File: src/hdl/mck_pkg.sv
// shared constants and carrier types for the machine-check and i/o interrupt unit
package mck_pkg;

  // ==========================================================
  // storage locations in the prefixed storage area (byte offsets)
  localparam logic [11:0] LOGOUT_START   = 12'h080;
  localparam logic [11:0] MCK_OLD_PSW    = 12'h030;
  localparam logic [11:0] MCK_NEW_PSW    = 12'h070;
  localparam logic [11:0] IO_OLD_PSW     = 12'h038;
  localparam logic [11:0] IO_NEW_PSW     = 12'h078;

  // ==========================================================
  // status word fields and interrupt codes
  localparam int          MCK_MASK_BIT   = 13;
  localparam logic [15:0] CODE_INTERNAL  = 16'h0000;
  localparam logic [15:0] CODE_RD_TMO    = 16'h0004;
  localparam logic [3:0]  CHAN_MAX       = 4'hA;
  localparam logic [7:0]  LOGOUT_WORDS   = 8'h10;

  // ==========================================================
  // read-direct busy timeout
  localparam int          RD_TMO_NS      = 1000;
  localparam int          CLK_NS         = 4;
  localparam logic [15:0] RD_TMO_CYC     = 16'(RD_TMO_NS / CLK_NS);

  // ==========================================================
  // action sequencer states
  typedef enum logic [2:0]
  {
    ST_IDLE   = 3'b000,
    ST_LOGOUT = 3'b001,
    ST_OLD    = 3'b010,
    ST_NEW    = 3'b011,
    ST_DONE   = 3'b100
  } act_state_e;

  // storage write/read request toward the prefixed storage area
  typedef struct packed
  {
    logic        valid;
    logic        write;
    logic [11:0] addr;
    logic [15:0] code;
  } psa_req_s;

endpackage

File: src/hdl/machine_check_io_int.sv
// machine-check interruption and i/o interrupt code sequencer of a computing element
`timescale 1ns/100ps

// How it works
// - internal check terminates current instruction
// - internal check pulses element check outward
// - log state out from location 80h
// - store old word at 30h, code zero
// - fetch new status word from 70h
// - read-direct timeout raises machine check
// - timeout check: no terminate, no logout
// - timeout check carries interrupt code four
// - busy too long during read-direct: timeout
// - status bit 13 masks machine checks
// - masked: finish instruction, go sequential
// - bit 13 masks i/o element check requests
// - complete non-i/o instruction before acknowledging
// - i/o instruction terminated on i/o request
// - i/o interrupt: old 38h, new 78h
// - i/o code: channel nibble plus device address
module machine_check_io_int
(
  // clock and reset
  input  wire logic             core_clk,
  input  wire logic             resetn,
  // error sources and status word
  input  wire logic             internalErr,
  input  wire logic             curPswMck,
  input  wire logic             instrDone,
  input  wire logic             ioInstr,
  // read-direct port (pins)
  input  wire logic             readDirectActive,
  input  wire logic             directInBusy,
  // request from the i/o computing element (pin)
  input  wire logic             ioMckReq,
  // i/o interrupt request from channels
  input  wire logic             ioIntReq,
  input  wire logic [3:0]       ioChannel,
  input  wire logic [7:0]       ioDevAddr,
  // storage handshake
  input  wire logic             psaAck,
  // instruction control
  output logic                  terminateInstr,
  output logic                  elementCheckPulse,
  output logic                  ioMckAck,
  output logic                  ioIntAck,
  output logic                  swapDone,
  // storage requests
  output mck_pkg::psa_req_s     psaReq
);

  // ==========================================================
  // pin synchronisers
  logic [1:0] busySync_ff;
  logic [1:0] ioReqSync_ff;
  logic       busyS;
  logic       ioReqS;

  // two flops before any logic sees the busy and i/o request pins; readDirectActive is used unsynchronised
  always_ff @(posedge core_clk)
  begin
    if (!resetn)
    begin
      busySync_ff  <= 2'h0;
      ioReqSync_ff <= 2'h0;
    end
    else
    begin
      busySync_ff  <= {busySync_ff[0], directInBusy};
      ioReqSync_ff <= {ioReqSync_ff[0], ioMckReq};
    end
  end

  assign busyS  = busySync_ff[1];
  assign ioReqS = ioReqSync_ff[1];

  // ==========================================================
  // read-direct timeout
  logic [15:0] busyCnt_ff;
  logic        rdTmo;

  always_ff @(posedge core_clk)
  begin
    if (!resetn)
    begin
      busyCnt_ff <= 16'h0000;
    end
    else if (readDirectActive && busyS && busyCnt_ff != mck_pkg::RD_TMO_CYC)
    begin
      busyCnt_ff <= busyCnt_ff + 16'h0001;
    end
    else if (!(readDirectActive && busyS))
    begin
      busyCnt_ff <= 16'h0000;
    end
  end

  // timeout fires once at the limit
  assign rdTmo = readDirectActive && busyS
                 && (busyCnt_ff == mck_pkg::RD_TMO_CYC - 16'h0001);

  // ==========================================================
  // pending causes (set wins over clear)
  logic intPend_ff;
  logic tmoPend_ff;
  logic ioPend_ff;
  logic ioReqD_ff;
  logic takeInt;
  logic takeTmo;
  logic takeIo;
  logic takeIoInt;

  mck_pkg::act_state_e state_ff;
  logic                idle;

  assign idle = (state_ff == mck_pkg::ST_IDLE);

  // status bit gates every machine check
  assign takeInt = idle && intPend_ff && curPswMck;
  assign takeTmo = idle && !intPend_ff && tmoPend_ff && curPswMck;
  // i/o request waits for mask, and for completion unless ioInstr
  assign takeIo  = idle && !intPend_ff && !tmoPend_ff && ioPend_ff && curPswMck
                   && (instrDone || ioInstr);
  assign takeIoInt = idle && !intPend_ff && !tmoPend_ff && !(ioPend_ff && curPswMck)
                     && ioIntReq && instrDone;

  always_ff @(posedge core_clk)
  begin
    if (!resetn)
    begin
      intPend_ff <= 1'b0;
    end
    else
    begin
      intPend_ff <= internalErr || (intPend_ff && !takeInt);
    end
  end

  always_ff @(posedge core_clk)
  begin
    if (!resetn)
    begin
      tmoPend_ff <= 1'b0;
    end
    else
    begin
      tmoPend_ff <= rdTmo || (tmoPend_ff && !takeTmo);
    end
  end

  // i/o element request: latch the synced rising edge
  always_ff @(posedge core_clk)
  begin
    if (!resetn)
    begin
      ioReqD_ff <= 1'b0;
      ioPend_ff <= 1'b0;
    end
    else
    begin
      ioReqD_ff <= ioReqS;
      ioPend_ff <= (ioReqS && !ioReqD_ff) || (ioPend_ff && !takeIo);
    end
  end

  // ==========================================================
  // element check pulse and instruction termination
  // one pulse on every internal error, unmasked
  always_ff @(posedge core_clk)
  begin
    if (!resetn)
    begin
      elementCheckPulse <= 1'b0;
    end
    else
    begin
      elementCheckPulse <= internalErr;
    end
  end

  // terminate internal or i/o instruction only
  always_ff @(posedge core_clk)
  begin
    if (!resetn)
    begin
      terminateInstr <= 1'b0;
    end
    else
    begin
      terminateInstr <= takeInt || (takeIo && ioInstr);
    end
  end

  // acknowledge pulse for a taken i/o element check
  always_ff @(posedge core_clk)
  begin
    if (!resetn)
    begin
      ioMckAck <= 1'b0;
    end
    else
    begin
      ioMckAck <= takeIo;
    end
  end

  // acknowledge pulse for a taken i/o interruption
  always_ff @(posedge core_clk)
  begin
    if (!resetn)
    begin
      ioIntAck <= 1'b0;
    end
    else
    begin
      ioIntAck <= takeIoInt;
    end
  end

  // ==========================================================
  // storage sequencer
  logic [7:0]  logCnt_ff;
  logic [15:0] code_ff;
  logic [11:0] oldLoc_ff;
  logic [11:0] newLoc_ff;

  always_ff @(posedge core_clk)
  begin
    if (!resetn)
    begin
      state_ff  <= mck_pkg::ST_IDLE;
      logCnt_ff <= 8'h00;
      code_ff   <= 16'h0000;
      oldLoc_ff <= 12'h000;
      newLoc_ff <= 12'h000;
    end
    else
    begin
      case (state_ff)
        mck_pkg::ST_IDLE:
        begin
          logCnt_ff <= 8'h00;
          oldLoc_ff <= mck_pkg::MCK_OLD_PSW;
          newLoc_ff <= mck_pkg::MCK_NEW_PSW;
          if (takeInt)
          begin
            code_ff  <= mck_pkg::CODE_INTERNAL;
            state_ff <= mck_pkg::ST_LOGOUT;
          end
          else if (takeTmo)
          begin
            code_ff  <= mck_pkg::CODE_RD_TMO;
            state_ff <= mck_pkg::ST_OLD;
          end
          else if (takeIo)
          begin
            code_ff  <= mck_pkg::CODE_INTERNAL;
            state_ff <= mck_pkg::ST_OLD;
          end
          else if (takeIoInt)
          begin
            code_ff   <= {4'h0, (ioChannel > mck_pkg::CHAN_MAX) ? 4'h0 : ioChannel,
                          ioDevAddr};
            oldLoc_ff <= mck_pkg::IO_OLD_PSW;
            newLoc_ff <= mck_pkg::IO_NEW_PSW;
            state_ff  <= mck_pkg::ST_OLD;
          end
        end
        mck_pkg::ST_LOGOUT:
          if (psaAck)
          begin
            logCnt_ff <= logCnt_ff + 8'h01;
            if (logCnt_ff == mck_pkg::LOGOUT_WORDS - 8'h01)
              state_ff <= mck_pkg::ST_OLD;
          end
        mck_pkg::ST_OLD:
        begin
          if (psaAck)
          begin
            state_ff <= mck_pkg::ST_NEW;
          end
        end
        mck_pkg::ST_NEW:
        begin
          if (psaAck)
          begin
            state_ff <= mck_pkg::ST_DONE;
          end
        end
        mck_pkg::ST_DONE:
        begin
          state_ff <= mck_pkg::ST_IDLE;
        end
        default:
        begin
          state_ff <= mck_pkg::ST_IDLE;
        end
      endcase
    end
  end

  // storage request drive
  always_comb
  begin
    psaReq       = '0;
    psaReq.code  = code_ff;
    case (state_ff)
      mck_pkg::ST_LOGOUT:
      begin
        psaReq.valid = 1'b1;
        psaReq.write = 1'b1;
        psaReq.addr  = mck_pkg::LOGOUT_START + {2'h0, logCnt_ff, 2'h0};
      end
      mck_pkg::ST_OLD:
      begin
        psaReq.valid = 1'b1;
        psaReq.write = 1'b1;
        psaReq.addr  = oldLoc_ff;
      end
      mck_pkg::ST_NEW:
      begin
        psaReq.valid = 1'b1;
        psaReq.addr  = newLoc_ff;
      end
      default:
      begin
        psaReq.addr = 12'h000;
      end
    endcase
  end

  assign swapDone = (state_ff == mck_pkg::ST_DONE);

endmodule

File: config.mk
export PLATFORM = sky130hd
export DESIGN_NAME = machine_check_io_int
export DESIGN_NICKNAME = d
export VERILOG_FILES = /design/src/hdl/mck_pkg.sv /design/src/hdl/machine_check_io_int.sv
export SDC_FILE = /design/constraint.sdc
export NUM_CORES = 1
export LEC_CHECK = 0
export BUFFER_PORTS_ARGS = -buffer_cell sky130_fd_sc_hd__buf_2
export CORE_UTILIZATION = 50
export CTS_CLUSTER_DIAMETER = 60
export DETAILED_ROUTE_END_ITERATION = 7
export HOLD_SLACK_MARGIN = 0.12
export PLACE_DENSITY = 0.75
export SYNTH_ARGS = -nofsm -noshare
export SYNTH_HDL_FRONTEND = slang
export SYNTH_SLANG_ARGS = --single-unit
export TNS_END_PERCENT = 100
File: constraint.sdc
create_clock -name core_clk -period 2.7 [get_ports core_clk]
set_input_delay 0.27 -clock core_clk [delete_from_list [all_inputs] [get_ports core_clk]]
set_output_delay 0.27 -clock core_clk [all_outputs]
set_load 0.01 [all_outputs]
# Yosys cells after proc, flatten, opt, wreduce, memory -nomap -nowiden
# Index checks and enable logic that the tools add are counted.
[classes]
n_addsub = 3
magnitude_cmp = 1
n_eq_ne = 13
n_mux = 29
reduce_logical = 41
[ops]
columns = ["operator", "count"]
rows = [
  ["16-bit two-way mux", 6],
  ["4-bit two-way mux", 9],
  ["12-bit case mux with 3 select lines", 1],
  ["3-bit two-way mux", 8],
  ["1-bit logical AND", 21],
  ["16-bit by 1-bit adder with 16-bit output (second input constant)", 1],
  ["16-bit by 8-bit equality test with 1-bit output (second input constant)", 1],
  ["16-bit by 8-bit != test with 1-bit output (second input constant)", 1],
  ["8-bit case mux with 2 select lines", 1],
  ["3-bit case mux with 4 select lines", 1],
  ["8-bit by 10-bit adder with 11-bit output (first input constant)", 1],
  ["2-bit != test (second input constant)", 5],
  ["8-bit by 1-bit adder with 8-bit output (second input constant)", 1],
  ["8-bit by 4-bit equality test with 1-bit output (second input constant)", 1],
  ["8-bit two-way mux", 1],
  ["1-bit logical NOT", 7],
  ["3-bit by 2-bit equality test with 1-bit output (second input constant)", 2],
  ["1-bit logical OR", 5],
  ["5-bit != test (second input constant)", 1],
  ["5-bit AND reduction", 1],
  ["4-bit > comparator (second input constant)", 1],
  ["2-bit AND reduction", 2],
  ["4-bit nonzero test", 1],
  ["3-bit by 1-bit equality test with 1-bit output (second input constant)", 1],
  ["other kinds (6)", 7],
]
[totals]
reg_bits = 79
inputBits = 23
out_inout_bits = 35
elab_cells = 103

# Depth between registers and ports, before layout
# Gate-level depths: netlist of the first run.
[depth]
word_depth = 11
depth_mapped = 6

# Worst setup path before layout of the first run
# Ideal clock, no wire load.
[synth_path]
kind = "register to register"
startpoint = "register state_ff[1]"
endpoint = "register code_ff[8]"
setup_ps = 60
arrival_ps = 1469
required_time_ps = 2640
setup_slack_ps = 1171
stages_incl_launch_ff = 6
n_path_buf = 1
synth_period_minus_slack_ps = 1529
path_cell_list = "dfxtp_1 or3_1 buf_6 a2111oi_4 o211a_1 a32o_2"
[synth_via]
elab_chain_cells = 9
[synth_rtl]
columns = ["item", "line_no", "rtl"]
rows = [
  ["start, declared", "machine_check_io_int.sv:113", "mck_pkg::act_state_e state_ff;"],
  ["start signal, assigned", "machine_check_io_int.sv:231", "state_ff <= mck_pkg::ST_IDLE;"],
  ["start signal, assigned", "machine_check_io_int.sv:248", "state_ff <= mck_pkg::ST_LOGOUT;"],
  ["start signal, assigned", "machine_check_io_int.sv:253", "state_ff <= mck_pkg::ST_OLD;"],
  ["3-bit logical NOT *", "machine_check_io_int.sv:116, machine_check_io_int.sv:239", ""],
  ["1-bit logical AND", "machine_check_io_int.sv:120, machine_check_io_int.sv:122, machine_check_io_int.sv:124", ""],
  ["1-bit logical AND", "machine_check_io_int.sv:122, machine_check_io_int.sv:124", ""],
  ["1-bit logical AND (2 in a row)", "machine_check_io_int.sv:122", "assign takeIo = idle && !intPend_ff && !tmoPend_ff && ioPend_ff && curPswMck"],
  ["1-bit logical AND", "machine_check_io_int.sv:123", "&& (instrDone || ioInstr);"],
  ["16-bit two-way mux", "machine_check_io_int.sv:255", "else if (takeIo)"],
  ["16-bit two-way mux", "machine_check_io_int.sv:250", "else if (takeTmo)"],
  ["16-bit two-way mux", "machine_check_io_int.sv:245", "if (takeInt)"],
  ["end signal, assigned", "machine_check_io_int.sv:247", "code_ff <= mck_pkg::CODE_INTERNAL;"],
  ["end signal, assigned", "machine_check_io_int.sv:252", "code_ff <= mck_pkg::CODE_RD_TMO;"],
  ["end signal, assigned", "machine_check_io_int.sv:257", "code_ff <= mck_pkg::CODE_INTERNAL;"],
  ["end, declared", "machine_check_io_int.sv:223", "logic [15:0] code_ff;"],
]
# Every way passes the cells marked *; elsewhere a longest branch is shown, timed or not.
# A chain may end at the register's enable or synchronous reset.

# Worst setup path in the final report of the first run
[layout_path]
startpoint = "register intPend_ff"
endpoint = "register code_ff[8]"
[layout_via]
elab_chain_cells = 9
[layout_rtl]
columns = ["item", "line_no", "rtl"]
rows = [
  ["start, declared", "machine_check_io_int.sv:104", "logic intPend_ff;"],
  ["start signal, assigned", "machine_check_io_int.sv:135", "intPend_ff <= internalErr || (intPend_ff && !takeInt);"],
  ["1-bit logical NOT", "machine_check_io_int.sv:120, machine_check_io_int.sv:122, machine_check_io_int.sv:124", ""],
  ["1-bit logical AND", "machine_check_io_int.sv:120, machine_check_io_int.sv:122, machine_check_io_int.sv:124", ""],
  ["1-bit logical AND", "machine_check_io_int.sv:122, machine_check_io_int.sv:124", ""],
  ["1-bit logical AND (2 in a row)", "machine_check_io_int.sv:122", ""],
  ["1-bit logical AND", "machine_check_io_int.sv:123", ""],
  ["16-bit two-way mux", "machine_check_io_int.sv:255", ""],
  ["16-bit two-way mux", "machine_check_io_int.sv:250", ""],
  ["16-bit two-way mux", "machine_check_io_int.sv:245", ""],
]
# Several ways; a longest one is shown, not always the timed one.

==> results of run 1 <==
[per-stage QoR]
| stage | utilization [%] | worst slack (ns) | cells |
|---|---|---|---|
| 3_3_place_gp | 58.6 | 0.824 | 405 |
| 4_1_cts | 60.8 | 0.790 | 412 |
| 5_1_grt | 60.8 | 0.673 | 412 |
| 3_5_place_dp | 58.6 | 0.806 | 405 |
| 6_report | 60.8 | 0.796 | 412 |
| 2_1_floorplan | - | 1.17 | 306 |
[layout make-up]
class	count	area (um2)	share of cell area [%]
repair buffers	53	273	9.31
clock buffers	5	68.8	2.35
multi-input cells	224	1380	47.0
well taps	67	83.8	2.86
inverters	8	30.0	1.03
clock inverters	2	35.0	1.20
flip-flops and latches	53	1060	36.2
[cell usage in the layout (no fill, tap or decap), drive strengths merged, types with 3 or more instances in the layout]
| master | instances |
|---|---|
| a21o | 3 |
| a21oi | 17 |
| and2 | 12 |
| and3 | 5 |
| buf | 53 |
| clkbuf | 5 |
| conb | 7 |
| dfxtp | 53 |
| ha | 5 |
| inv | 8 |
| mux2i | 13 |
| nand2 | 27 |
| nand2b | 5 |
| nand3 | 21 |
| nand4 | 11 |
| nor2 | 26 |
| nor2b | 7 |
| nor3 | 7 |
| nor4 | 7 |
| o21ai | 8 |
| or3 | 6 |
| xnor2 | 9 |
| xor2 | 7 |
[report_power, final]
group          internal, mW  total (mW)  leakage, nW  switching, mW
Sequential            0.836       0.906        0.430         0.0693
Combinational         0.191       0.471        0.744          0.279
Clock                 0.270       0.520       0.0540          0.250
[cells in the mapped netlist, types with 8 or more instances]
| cell | count |
|---|---|
| nand2_1 | 27 |
| nand4_1 | 11 |
| clkbuf_1 | 10 |
| xnor2_1 | 9 |
| and2_1 | 12 |
| inv_1 | 8 |
| nand3_1 | 21 |
| dfxtp_1 | 53 |
| nor2_1 | 26 |
| a21oi_1 | 17 |
| mux2i_1 | 13 |
[routing by layer]
layer  GRT usage [%]  vias to the layer above
li1                -                     1116
met1            26.3                      980
met2            31.2                       58
met3            4.94                        2
met4            4.49                        0
met5               0                        -
[how the worst min path moves through the flow]
| stage | slack (ns) | depth (start not counted) | to |
|---|---|---|---|
| 3_5_place_dp | 0.42 | 1 | busySync_ff[1]$_SDFF_PN0_ |
| 2_1_floorplan | 0.39 | 1 | elementCheckPulse$_SDFF_PN0_ |
| 5_1_grt | 0.16 | 2 | ioReqSync_ff[0]$_SDFF_PN0_ |
| 3_3_place_gp | 0.41 | 1 | ioReqSync_ff[1]$_SDFF_PN0_ |
| 6_report | 0.16 | 2 | busySync_ff[0]$_SDFF_PN0_ |
| 4_1_cts | 0.16 | 2 | busySync_ff[0]$_SDFF_PN0_ |
[sequential cells by signal, indices dropped and copies added (netlist names)]
| name | flops |
|---|---|
| busyCnt_ff | 16 |
| busySync_ff | 2 |
| code_ff | 12 |
| elementCheckPulse | 1 |
| intPend_ff | 1 |
| ioIntAck | 1 |
| ioMckAck | 1 |
| ioPend_ff | 1 |
| ioReqD_ff | 1 |
| ioReqSync_ff | 2 |
| logCnt_ff | 8 |
| newLoc_ff | 2 |
| state_ff | 3 |
| terminateInstr | 1 |
| tmoPend_ff | 1 |
[worst max-delay path: cells and delay by family (launching register included)]
family | cells | cell delay, ns
AO/OA/AOI/OAI | 2 | 0.71
flip-flops | 1 | 0.36
AND/OR/NAND/NOR | 2 | 0.73
[logic make-up after synthesis]
kind of cell	after synthesis
mux	13
flops	53
simple gates	141
compound gates	42
fa+ha+maj	5
buf+inv	29
other cells	1
xor+xnor	16
==> flow_metrics.tcl, run 1 <==
set metrics [dict create \
    synth.top_cell.area_share_pct 41.4 \
    period_share_pct 70.5 \
    worstHoldStart "directInBusy" \
    cp_data_required_time_ns 2.90 \
    start_util_pct 53.1 \
    path_class "flip-flop to flip-flop" \
    dp_hpwl_um 3610 \
    design.core.area_um2 4820 \
    cts_max_path_buffers 2 \
    outcome "completed" \
    maxCapViolCount 0 \
    hold_class "primary input to flip-flop" \
    muxShareOfSynthArea_pct 5.08 \
    synth_seq_area_share_pct 41.4 \
    reg2reg_slack_ns 0.80 \
    cts_buffers 5 \
    cp_slowest_cell "nand2_1" \
    syn_area_um2 2560 \
    synthXorXnorAreaFrac_pct 5.47 \
    totalWireLength_um 5150 \
    antenna_found_initial 0 \
    p_leak_nw 1.23 \
    io-pin-count 58 \
    startpoint "intPend_ff$_SDFF_PN0_" \
    synth_top_family_by_area "simple AND/OR/NAND/NOR gates" \
    synth_flop_cell "dfxtp_1" \
    vias 2156 \
    cts.sinks 53 \
    setup.worst_path.end_class "flip-flop" \
    cp-start-kind "flip-flop" \
    yosys-top-cells-area "dfxtp_1 (41%), mux2i_1 (5.1%), nand3_1 (4.1%)" \
    cts_tree "yes" \
    fillCellCount 453 \
    drtIter0Drc 113 \
    rows 25 \
    place_area_um2 2830 \
    fin_area_um2 2930 \
    synth_compound_area_share_pct 11.2 \
    maxSlewViolCount 0 \
    first_pass_iters 4 \
    die-area_um2 5410 \
    cp-endpoint "code_ff[8]$_SDFFE_PN0P_" \
    synth-edff-count 0 \
    drc 0 \
    vdd_drop_max_uv 406 \
    postRouteAntennaNets 0 \
    grt_pass1_vias 1848 \
    synth_fa_ha_area_share_pct 2.44 \
    hold_ws_ns 0.165 \
    synth_seq_cells 53 \
    synth_cell_types 47 \
    io_buffer_count 50 \
    ctsHoldBuffers 0 \
    clock_latency_ns 0.30 \
    gp_congestion 0.831 \
    grt_max_degree 33 \
    cts_resized 0 \
    routed.top_layer "met4" \
    fmax_mhz 525 \
    viasPerCell 5.23 \
    drive_above_1_share_pct 19.4 \
    clock-skew-final_ns 0.00303 \
    tightest_slew_ns 0.602 \
    r2r-start "intPend_ff$_SDFF_PN0_" \
    layout.nets 373 \
    r2r_end "code_ff[8]$_SDFFE_PN0P_" \
    max_stage_delay_ns 0.43 \
    path_cells "or2_1 > o31ai_1 > nand2_1 > a32o_2" \
    fin_crit_ns 1.90 \
    die_w_um 73.6 \
    p_per_area_nw_per_um2 647 \
    grt_pass1_wl_um 8190 \
    wl_met1_um 2560 \
    grt_usage_pct 19.5 \
    fin_setup_tns_ns 0 \
    path_clk_slew_ns 0.09 \
    slew_headroom_pct 59.8 \
    finalSetupViolations 0 \
    h-tree-depth 2 \
    n_antenna_cell 0 \
    power_mw 1.90 \
    cts_post_setup_buffers_inserted 0 \
    synth-simple-area-share_pct 28.5 \
    route.met3.wl_um 221 \
    hold_violations 0 \
    wl_per_cell_um 12.5 \
    wl_met2_um 2340 \
    syn_inst 300 \
    crit_fanout 12 \
    overflow 0 \
    async_flop_share_pct 0 \
    fp.dieH_um 73.6 \
    syn_avg_cell_area_um2 8.53 \
    yosysWarnings 0 \
    rsz0062_at_grt "false" \
    root_buffer "clkbuf_8" \
    syn2layout_area_growth_pct 14.4 \
    cp.arrival_ns 2.11 \
    synth_top_area_cell "dfxtp_1" \
    r2r_cells 4 \
]
(Power assumes the default switching activity.)
==> run 2, diff against run 1 <==
--- a/config.mk
+++ b/config.mk
@@ -6,7 +6,7 @@
 export NUM_CORES = 1
 export LEC_CHECK = 0
 export BUFFER_PORTS_ARGS = -buffer_cell sky130_fd_sc_hd__buf_2
-export CORE_UTILIZATION = 50
+export CORE_UTILIZATION = 48
 export CTS_CLUSTER_DIAMETER = 60
 export DETAILED_ROUTE_END_ITERATION = 7
 export HOLD_SLACK_MARGIN = 0.12
==> constraint.sdc (replaced) <==
create_clock -name core_clk -period 1.55 [get_ports core_clk]
set_input_delay 0.155 -clock core_clk [delete_from_list [all_inputs] [get_ports core_clk]]
set_output_delay 0.155 -clock core_clk [all_outputs]
set_load 0.01 [all_outputs]
==> run 2 against run 1 <==
Global-route usage up 3.5 points. Worst hold slack got worse by 0.027 ns. Critical path type is now flip-flop to output port. Worst setup slack got worse by 0.79 ns. Sequential share of layout area fell by 5.1 points. Register-to-register slack worse by 0.78 ns. Utilization increased by 6.4 points. Via count up 15%. Combinational power rose to 2.8 times the previous value. Sequential cell count unchanged. Total power grew 92%. Routed wire length grew 24%. Highest routed layer unchanged. Cell count increased by 13%.
==> flow_metrics.tcl, run 2 (synthesized netlist as in run 1, its figures left out) <==
set metrics [dict create \
    outcome "completed" \
    setup.worst_path.end_class "output port" \
    cp-start-kind "flip-flop" \
    vdd_drop_max_uv 637 \
    maxCapViolCount 0 \
    rows 26 \
    die-area_um2 5630 \
    first_pass_iters 4 \
    crit_fanout 6 \
    fmax_mhz 649 \
    cts.sinks 53 \
    h-tree-depth 2 \
    p_per_area_nw_per_um2 1060 \
    top_register "busyCnt_ff" \
    drtIter0Drc 117 \
    io_buffer_count 50 \
    wl_per_cell_um 13.7 \
    path_class "flip-flop to output port" \
    cp_data_required_time_ns 1.39 \
    fin_crit_ns 1.54 \
    overflow 0 \
    period_share_pct 99.3 \
    hold_class "primary input to flip-flop" \
    cts_tree "yes" \
    n_antenna_cell 0 \
    top_regs "busyCnt_ff (16), code_ff (12), logCnt_ff (8)" \
    grt_pass1_wl_um 9800 \
    cp.arrival_ns 1.38 \
    drc 0 \
    largest_reg_flops 16 \
    dp_hpwl_um 3980 \
    final_util_pct 67.2 \
    die_w_um 75.0 \
    layout.nets 421 \
    p_leak_nw 1.47 \
    fp.dieH_um 75.0 \
    rsz0062_at_grt "true" \
    clock-skew-final_ns 0.00489 \
    design.core.area_um2 5110 \
    totalWireLength_um 6380 \
    io-pin-count 58 \
    finalSetupViolations 0 \
    cts_buffers 5 \
    path_cells "buf_8 > nand2b_4 > or2_4 > nor2_1 > buf_2" \
    syn2layout_area_growth_pct 34.2 \
    gp_congestion 0.827 \
    vias 2485 \
    start_util_pct 50.1 \
    postRouteAntennaNets 0 \
    path_buf_inv 2 \
    maxSlewViolCount 0 \
    cp_top_family "simple AND/OR/NAND/NOR gates" \
    hold_violations 0 \
    grt_usage_pct 23.0 \
    viasPerCell 5.36 \
    power_mw 3.64 \
    cp_slowest_cell "dfxtp_2" \
    fin_setup_tns_ns 0 \
    layout_commonest_cell "buf_2" \
    cts_max_path_buffers 2 \
    clock_latency_ns 0.31 \
    antenna_found_initial 0 \
    final_cell_mix "buf_2 (49), dfxtp_1 (48), buf_4 (34), nor2_1 (26), nand2_1 (25)" \
    grt_pass1_vias 2180 \
    path_clk_slew_ns 0.09 \
    drive_above_1_share_pct 31.2 \
    root_buffer "clkbuf_8" \
    grt_max_degree 32 \
    max_stage_delay_ns 0.35 \
]
run 2: changes by cell type in the layout (fill, tap and decap cells not counted), sizes merged:
| cell | before | now |
|---|---|---|
| bufinv | 1 | 0 |
| clkinv | 1 | 2 |
| clkbuf | 5 | 6 |
| dlygate4sd3 | 0 | 14 |
| buf | 53 | 87 |
run 2: power by group:
| group | internal (mW) | switching [mW] |
|---|---|---|
| clock network | 0.363 | 0.460 |
| registers | 1.46 | 0.0578 |
| logic | 0.631 | 0.673 |
| total | 2.45 | 1.19 |
run 2: what timing repair did:
action / CTS / global route
hold buffers: 14 / 0
setup buffers: 0 / 8
gates cloned: 0 / 0
endpoints found under the hold margin: 15 / 0
pin swaps: 2 / 6
resized for setup: 7 / 24
setup endpoints to repair: 9 / 35
run 2: layout make-up:
| type | instances | area, um2 |
|---|---|---|
| clock buffers | 6 | 82.6 |
| clock inverters | 2 | 13.8 |
| fillers | 411 | 1670 |
| inverters | 8 | 30.0 |
| multi-input cells | 224 | 1460 |
| flip-flops and latches | 53 | 1070 |
| well taps | 70 | 87.6 |
| repair buffers | 101 | 693 |
run 2: per-layer routing:
metal	up-vias	routed length, um	global-route usage (%)
met5	-	0	0
met4	0	99	7.76
met3	11	309	4.95
met2	82	3190	38.8
met1	1170	2780	29.3
li1	1222	-	-
run 2: final timing paths:
| check | endpoint | depth (start not counted) | slack (ns) | start |
|---|---|---|---|---|
| max | psaReq[25] | 5 | 0.01 | state_ff[2]$_SDFFE_PN0P_ |
| min | terminateInstr$_SDFF_PN0_ | 3 | 0.14 | ioInstr |
| max reg2reg | state_ff[0]$_SDFFE_PN0P_ | 4 | 0.02 | state_ff[2]$_SDFFE_PN0P_ |
| min reg2reg | ioReqSync_ff[1]$_SDFF_PN0_ | 1 | 0.44 | ioReqSync_ff[0]$_SDFF_PN0_ |
run 2: stage by stage:
stage / hold WS (ns) / cell area (um2) / setup WS, ns / instances
final: 0.137 / 3430 / 0.0102 / 464
after global placement: 0.360 / 3020 / 0.0634 / 434
after detailed placement: 0.365 / 3020 / 0.0204 / 434
after global routing: 0.169 / 3430 / -0.0481 / 464
after floorplan: 0.277 / 2580 / 0.0210 / 306
after CTS: 0.132 / 3290 / 0.00694 / 456
run 2: worst min-delay path: stages:
cell,delay [ns]
buf_2,0.10
a21oi_1,0.06
nor2b_1,0.09
==> run 3, diff against run 2 <==
--- a/config.mk
+++ b/config.mk
@@ -5,12 +5,12 @@
 export SDC_FILE = /design/constraint.sdc
 export NUM_CORES = 1
 export LEC_CHECK = 0
-export BUFFER_PORTS_ARGS = -buffer_cell sky130_fd_sc_hd__buf_2
-export CORE_UTILIZATION = 48
+export CORE_UTILIZATION = 50
 export CTS_CLUSTER_DIAMETER = 60
 export DETAILED_ROUTE_END_ITERATION = 7
+export DONT_BUFFER_PORTS = 1
 export HOLD_SLACK_MARGIN = 0.12
-export PLACE_DENSITY = 0.75
+export PLACE_DENSITY = 0.68
 export SYNTH_ARGS = -nofsm -noshare
 export SYNTH_HDL_FRONTEND = slang
 export SYNTH_SLANG_ARGS = --single-unit
==> run 3 against run 2 <==
Sequential share of layout area rose by 2.6 points. Routed wire length fell by 11%. Critical path type is now flip-flop to flip-flop. Sequential cell count did not move. Largest cell class unchanged. Sequential power barely moved.
==> flow_metrics.tcl, run 3 (synthesized netlist as in run 1, its figures left out) <==
set metrics [dict create \
    fin_crit_ns 1.49 \
    wl_per_cell_um 13.9 \
    n_antenna_cell 0 \
    finalSetupViolations 0 \
    vdd_drop_max_uv 687 \
    grt_pass1_vias 2052 \
    cts_buffers 5 \
    root_buffer "clkbuf_8" \
    grt_pass1_wl_um 9280 \
    viasPerCell 5.39 \
    io-pin-count 58 \
    rows 25 \
    cp-endpoint "busyCnt_ff[12]$_SDFFE_PN0P_" \
    design.core.area_um2 4820 \
    startpoint "busyCnt_ff[0]$_SDFFE_PN0P_" \
    comb_power_share_pct 30.7 \
    grt_max_degree 39 \
    cp-start-kind "flip-flop" \
    h-tree-depth 2 \
    p_leak_nw 1.21 \
    cp.arrival_ns 1.70 \
    maxSlewViolCount 0 \
    cts.sinks 53 \
    postRouteAntennaNets 0 \
    drive_above_1_share_pct 17.1 \
    io_buffer_count 0 \
    largest_reg_flops 16 \
    crit_fanout 6 \
    r2r-start "busyCnt_ff[0]$_SDFFE_PN0P_" \
    hold_ws_ns 0.133 \
    switching_share_pct 32.8 \
    r2r_cells 5 \
    intPower_mw 2.31 \
    first_pass_iters 4 \
    top_register "busyCnt_ff" \
    grt_usage_pct 22.0 \
    hold_class "primary input to flip-flop" \
    rsz0062_at_grt "true" \
    power_switching_mw 1.13 \
    place_area_um2 2740 \
    hold_violations 0 \
    gp_congestion 0.800 \
    p_clk_share_pct 24.5 \
    power_mw 3.44 \
    maxCapViolCount 0 \
    period_share_pct 96.3 \
    die-area_um2 5410 \
    layout.nets 367 \
    cts_post_setup_buffers_inserted 0 \
    top_regs "busyCnt_ff (16), code_ff (12), logCnt_ff (8)" \
    start_util_pct 53.1 \
    syn2layout_area_growth_pct 23.5 \
    setup.worst_path.end_class "flip-flop" \
    fin_area_um2 3160 \
    cts_max_path_buffers 2 \
    instances_no_fill 407 \
    pwr-share-seq_pct 44.7 \
    fmax_mhz 670 \
    overflow 0 \
    totalWireLength_um 5670 \
    clock-skew-final_ns 0.00948 \
    layout_commonest_cell "dfxtp_1" \
    dp_hpwl_um 3690 \
    vias 2193 \
    outcome "completed" \
    clock_latency_ns 0.31 \
    dp.cells 377 \
    cp_data_required_time_ns 1.76 \
    final_cell_mix "dfxtp_1 (51), nand2_1 (27), nor2_1 (23), buf_4 (23)" \
    r2r_end "busyCnt_ff[12]$_SDFFE_PN0P_" \
    p_per_area_nw_per_um2 1090 \
    fillCellCount 429 \
    die_w_um 73.6 \
    reg2reg_slack_ns 0.06 \
    fin_setup_tns_ns 0 \
    pre_cts_slack_ns 0.00163 \
    fp.dieH_um 73.6 \
    final_util_pct 65.6 \
    path_clk_slew_ns 0.10 \
    cts_tree "yes" \
    drc 0 \
    drtIter0Drc 143 \
    path_class "flip-flop to flip-flop" \
    antenna_found_initial 0 \
    setup_ws_ns 0.0575 \
]
[run 3: cell types whose count changed in the layout (fill, tap and decap cells not counted), moves of 2 or more]
| cell | delta |
|---|---|
| nand2_2 | -2 |
| nor2_4 | +3 |
| buf_2 | -49 |
| dfxtp_1 | +3 |
| nor2_1 | -3 |
| buf_8 | -2 |
| nand2_1 | +2 |
| dfxtp_2 | -3 |
| dlygate4sd3_1 | +7 |
| buf_4 | -11 |
[run 3: area by class of cell]
cell class | count | area (um2) | share of cell area, %
inverters | 8 | 30.0 | 0.950
flip-flops and latches | 53 | 1060 | 33.6
clock inverters | 2 | 17.5 | 0.554
well taps | 67 | 83.8 | 2.65
repair buffers | 47 | 425 | 13.5
clock buffers | 6 | 82.6 | 2.61
multi-input cells | 224 | 1460 | 46.1
[run 3: worst min path at each step]
stage                            from                      endpoint  slack [ns]  cells past startpoint
after floorplan           internalErr  elementCheckPulse$_SDFF_PN0_        0.28                      1
after global placement    internalErr  elementCheckPulse$_SDFF_PN0_        0.28                      1
after detailed placement  internalErr  elementCheckPulse$_SDFF_PN0_        0.28                      1
after CTS                      resetn     logCnt_ff[7]$_SDFFE_PN0P_        0.13                      2
after global routing        instrDone           ioIntAck$_SDFF_PN0_        0.14                      3
final                          resetn     logCnt_ff[5]$_SDFFE_PN0P_        0.13                      2
[run 3: metal layers]
metal,GRT usage [%],routed length (um),vias up
met4,4.49,40,0
met1,29.4,2670,1016
li1,-,-,1112
met5,0,0,-
met2,36.0,2670,59
met3,5.76,290,6
[run 3: timing repair]
item | CTS | global route
hold endpoints to repair | 31 | 0
gates resized for setup | 9 | 16
pin swaps | 1 | 4
cloned | 0 | 0
hold buffers | 22 | 0
endpoints found under the setup margin | 5 | 24
[run 3: worst max-delay path, cell delays in order (launching register included)]
cell	delay, ns
dfxtp_1	0.42
ha_1	0.23
nand2_1	0.20
nor4_2	0.33
xnor2_1	0.15
nor2_1	0.05
[run 3: power by group through the flow]
stage	logic, mW	clock network [mW]	registers (mW)
6_report	1.06	0.843	1.54
5_1_grt	1.15	0.923	1.55
4_1_cts	1.04	0.862	1.53
3_5_place_dp	0.916	0	1.56
3_3_place_gp	0.907	0	1.56
2_1_floorplan	0.672	0	1.57
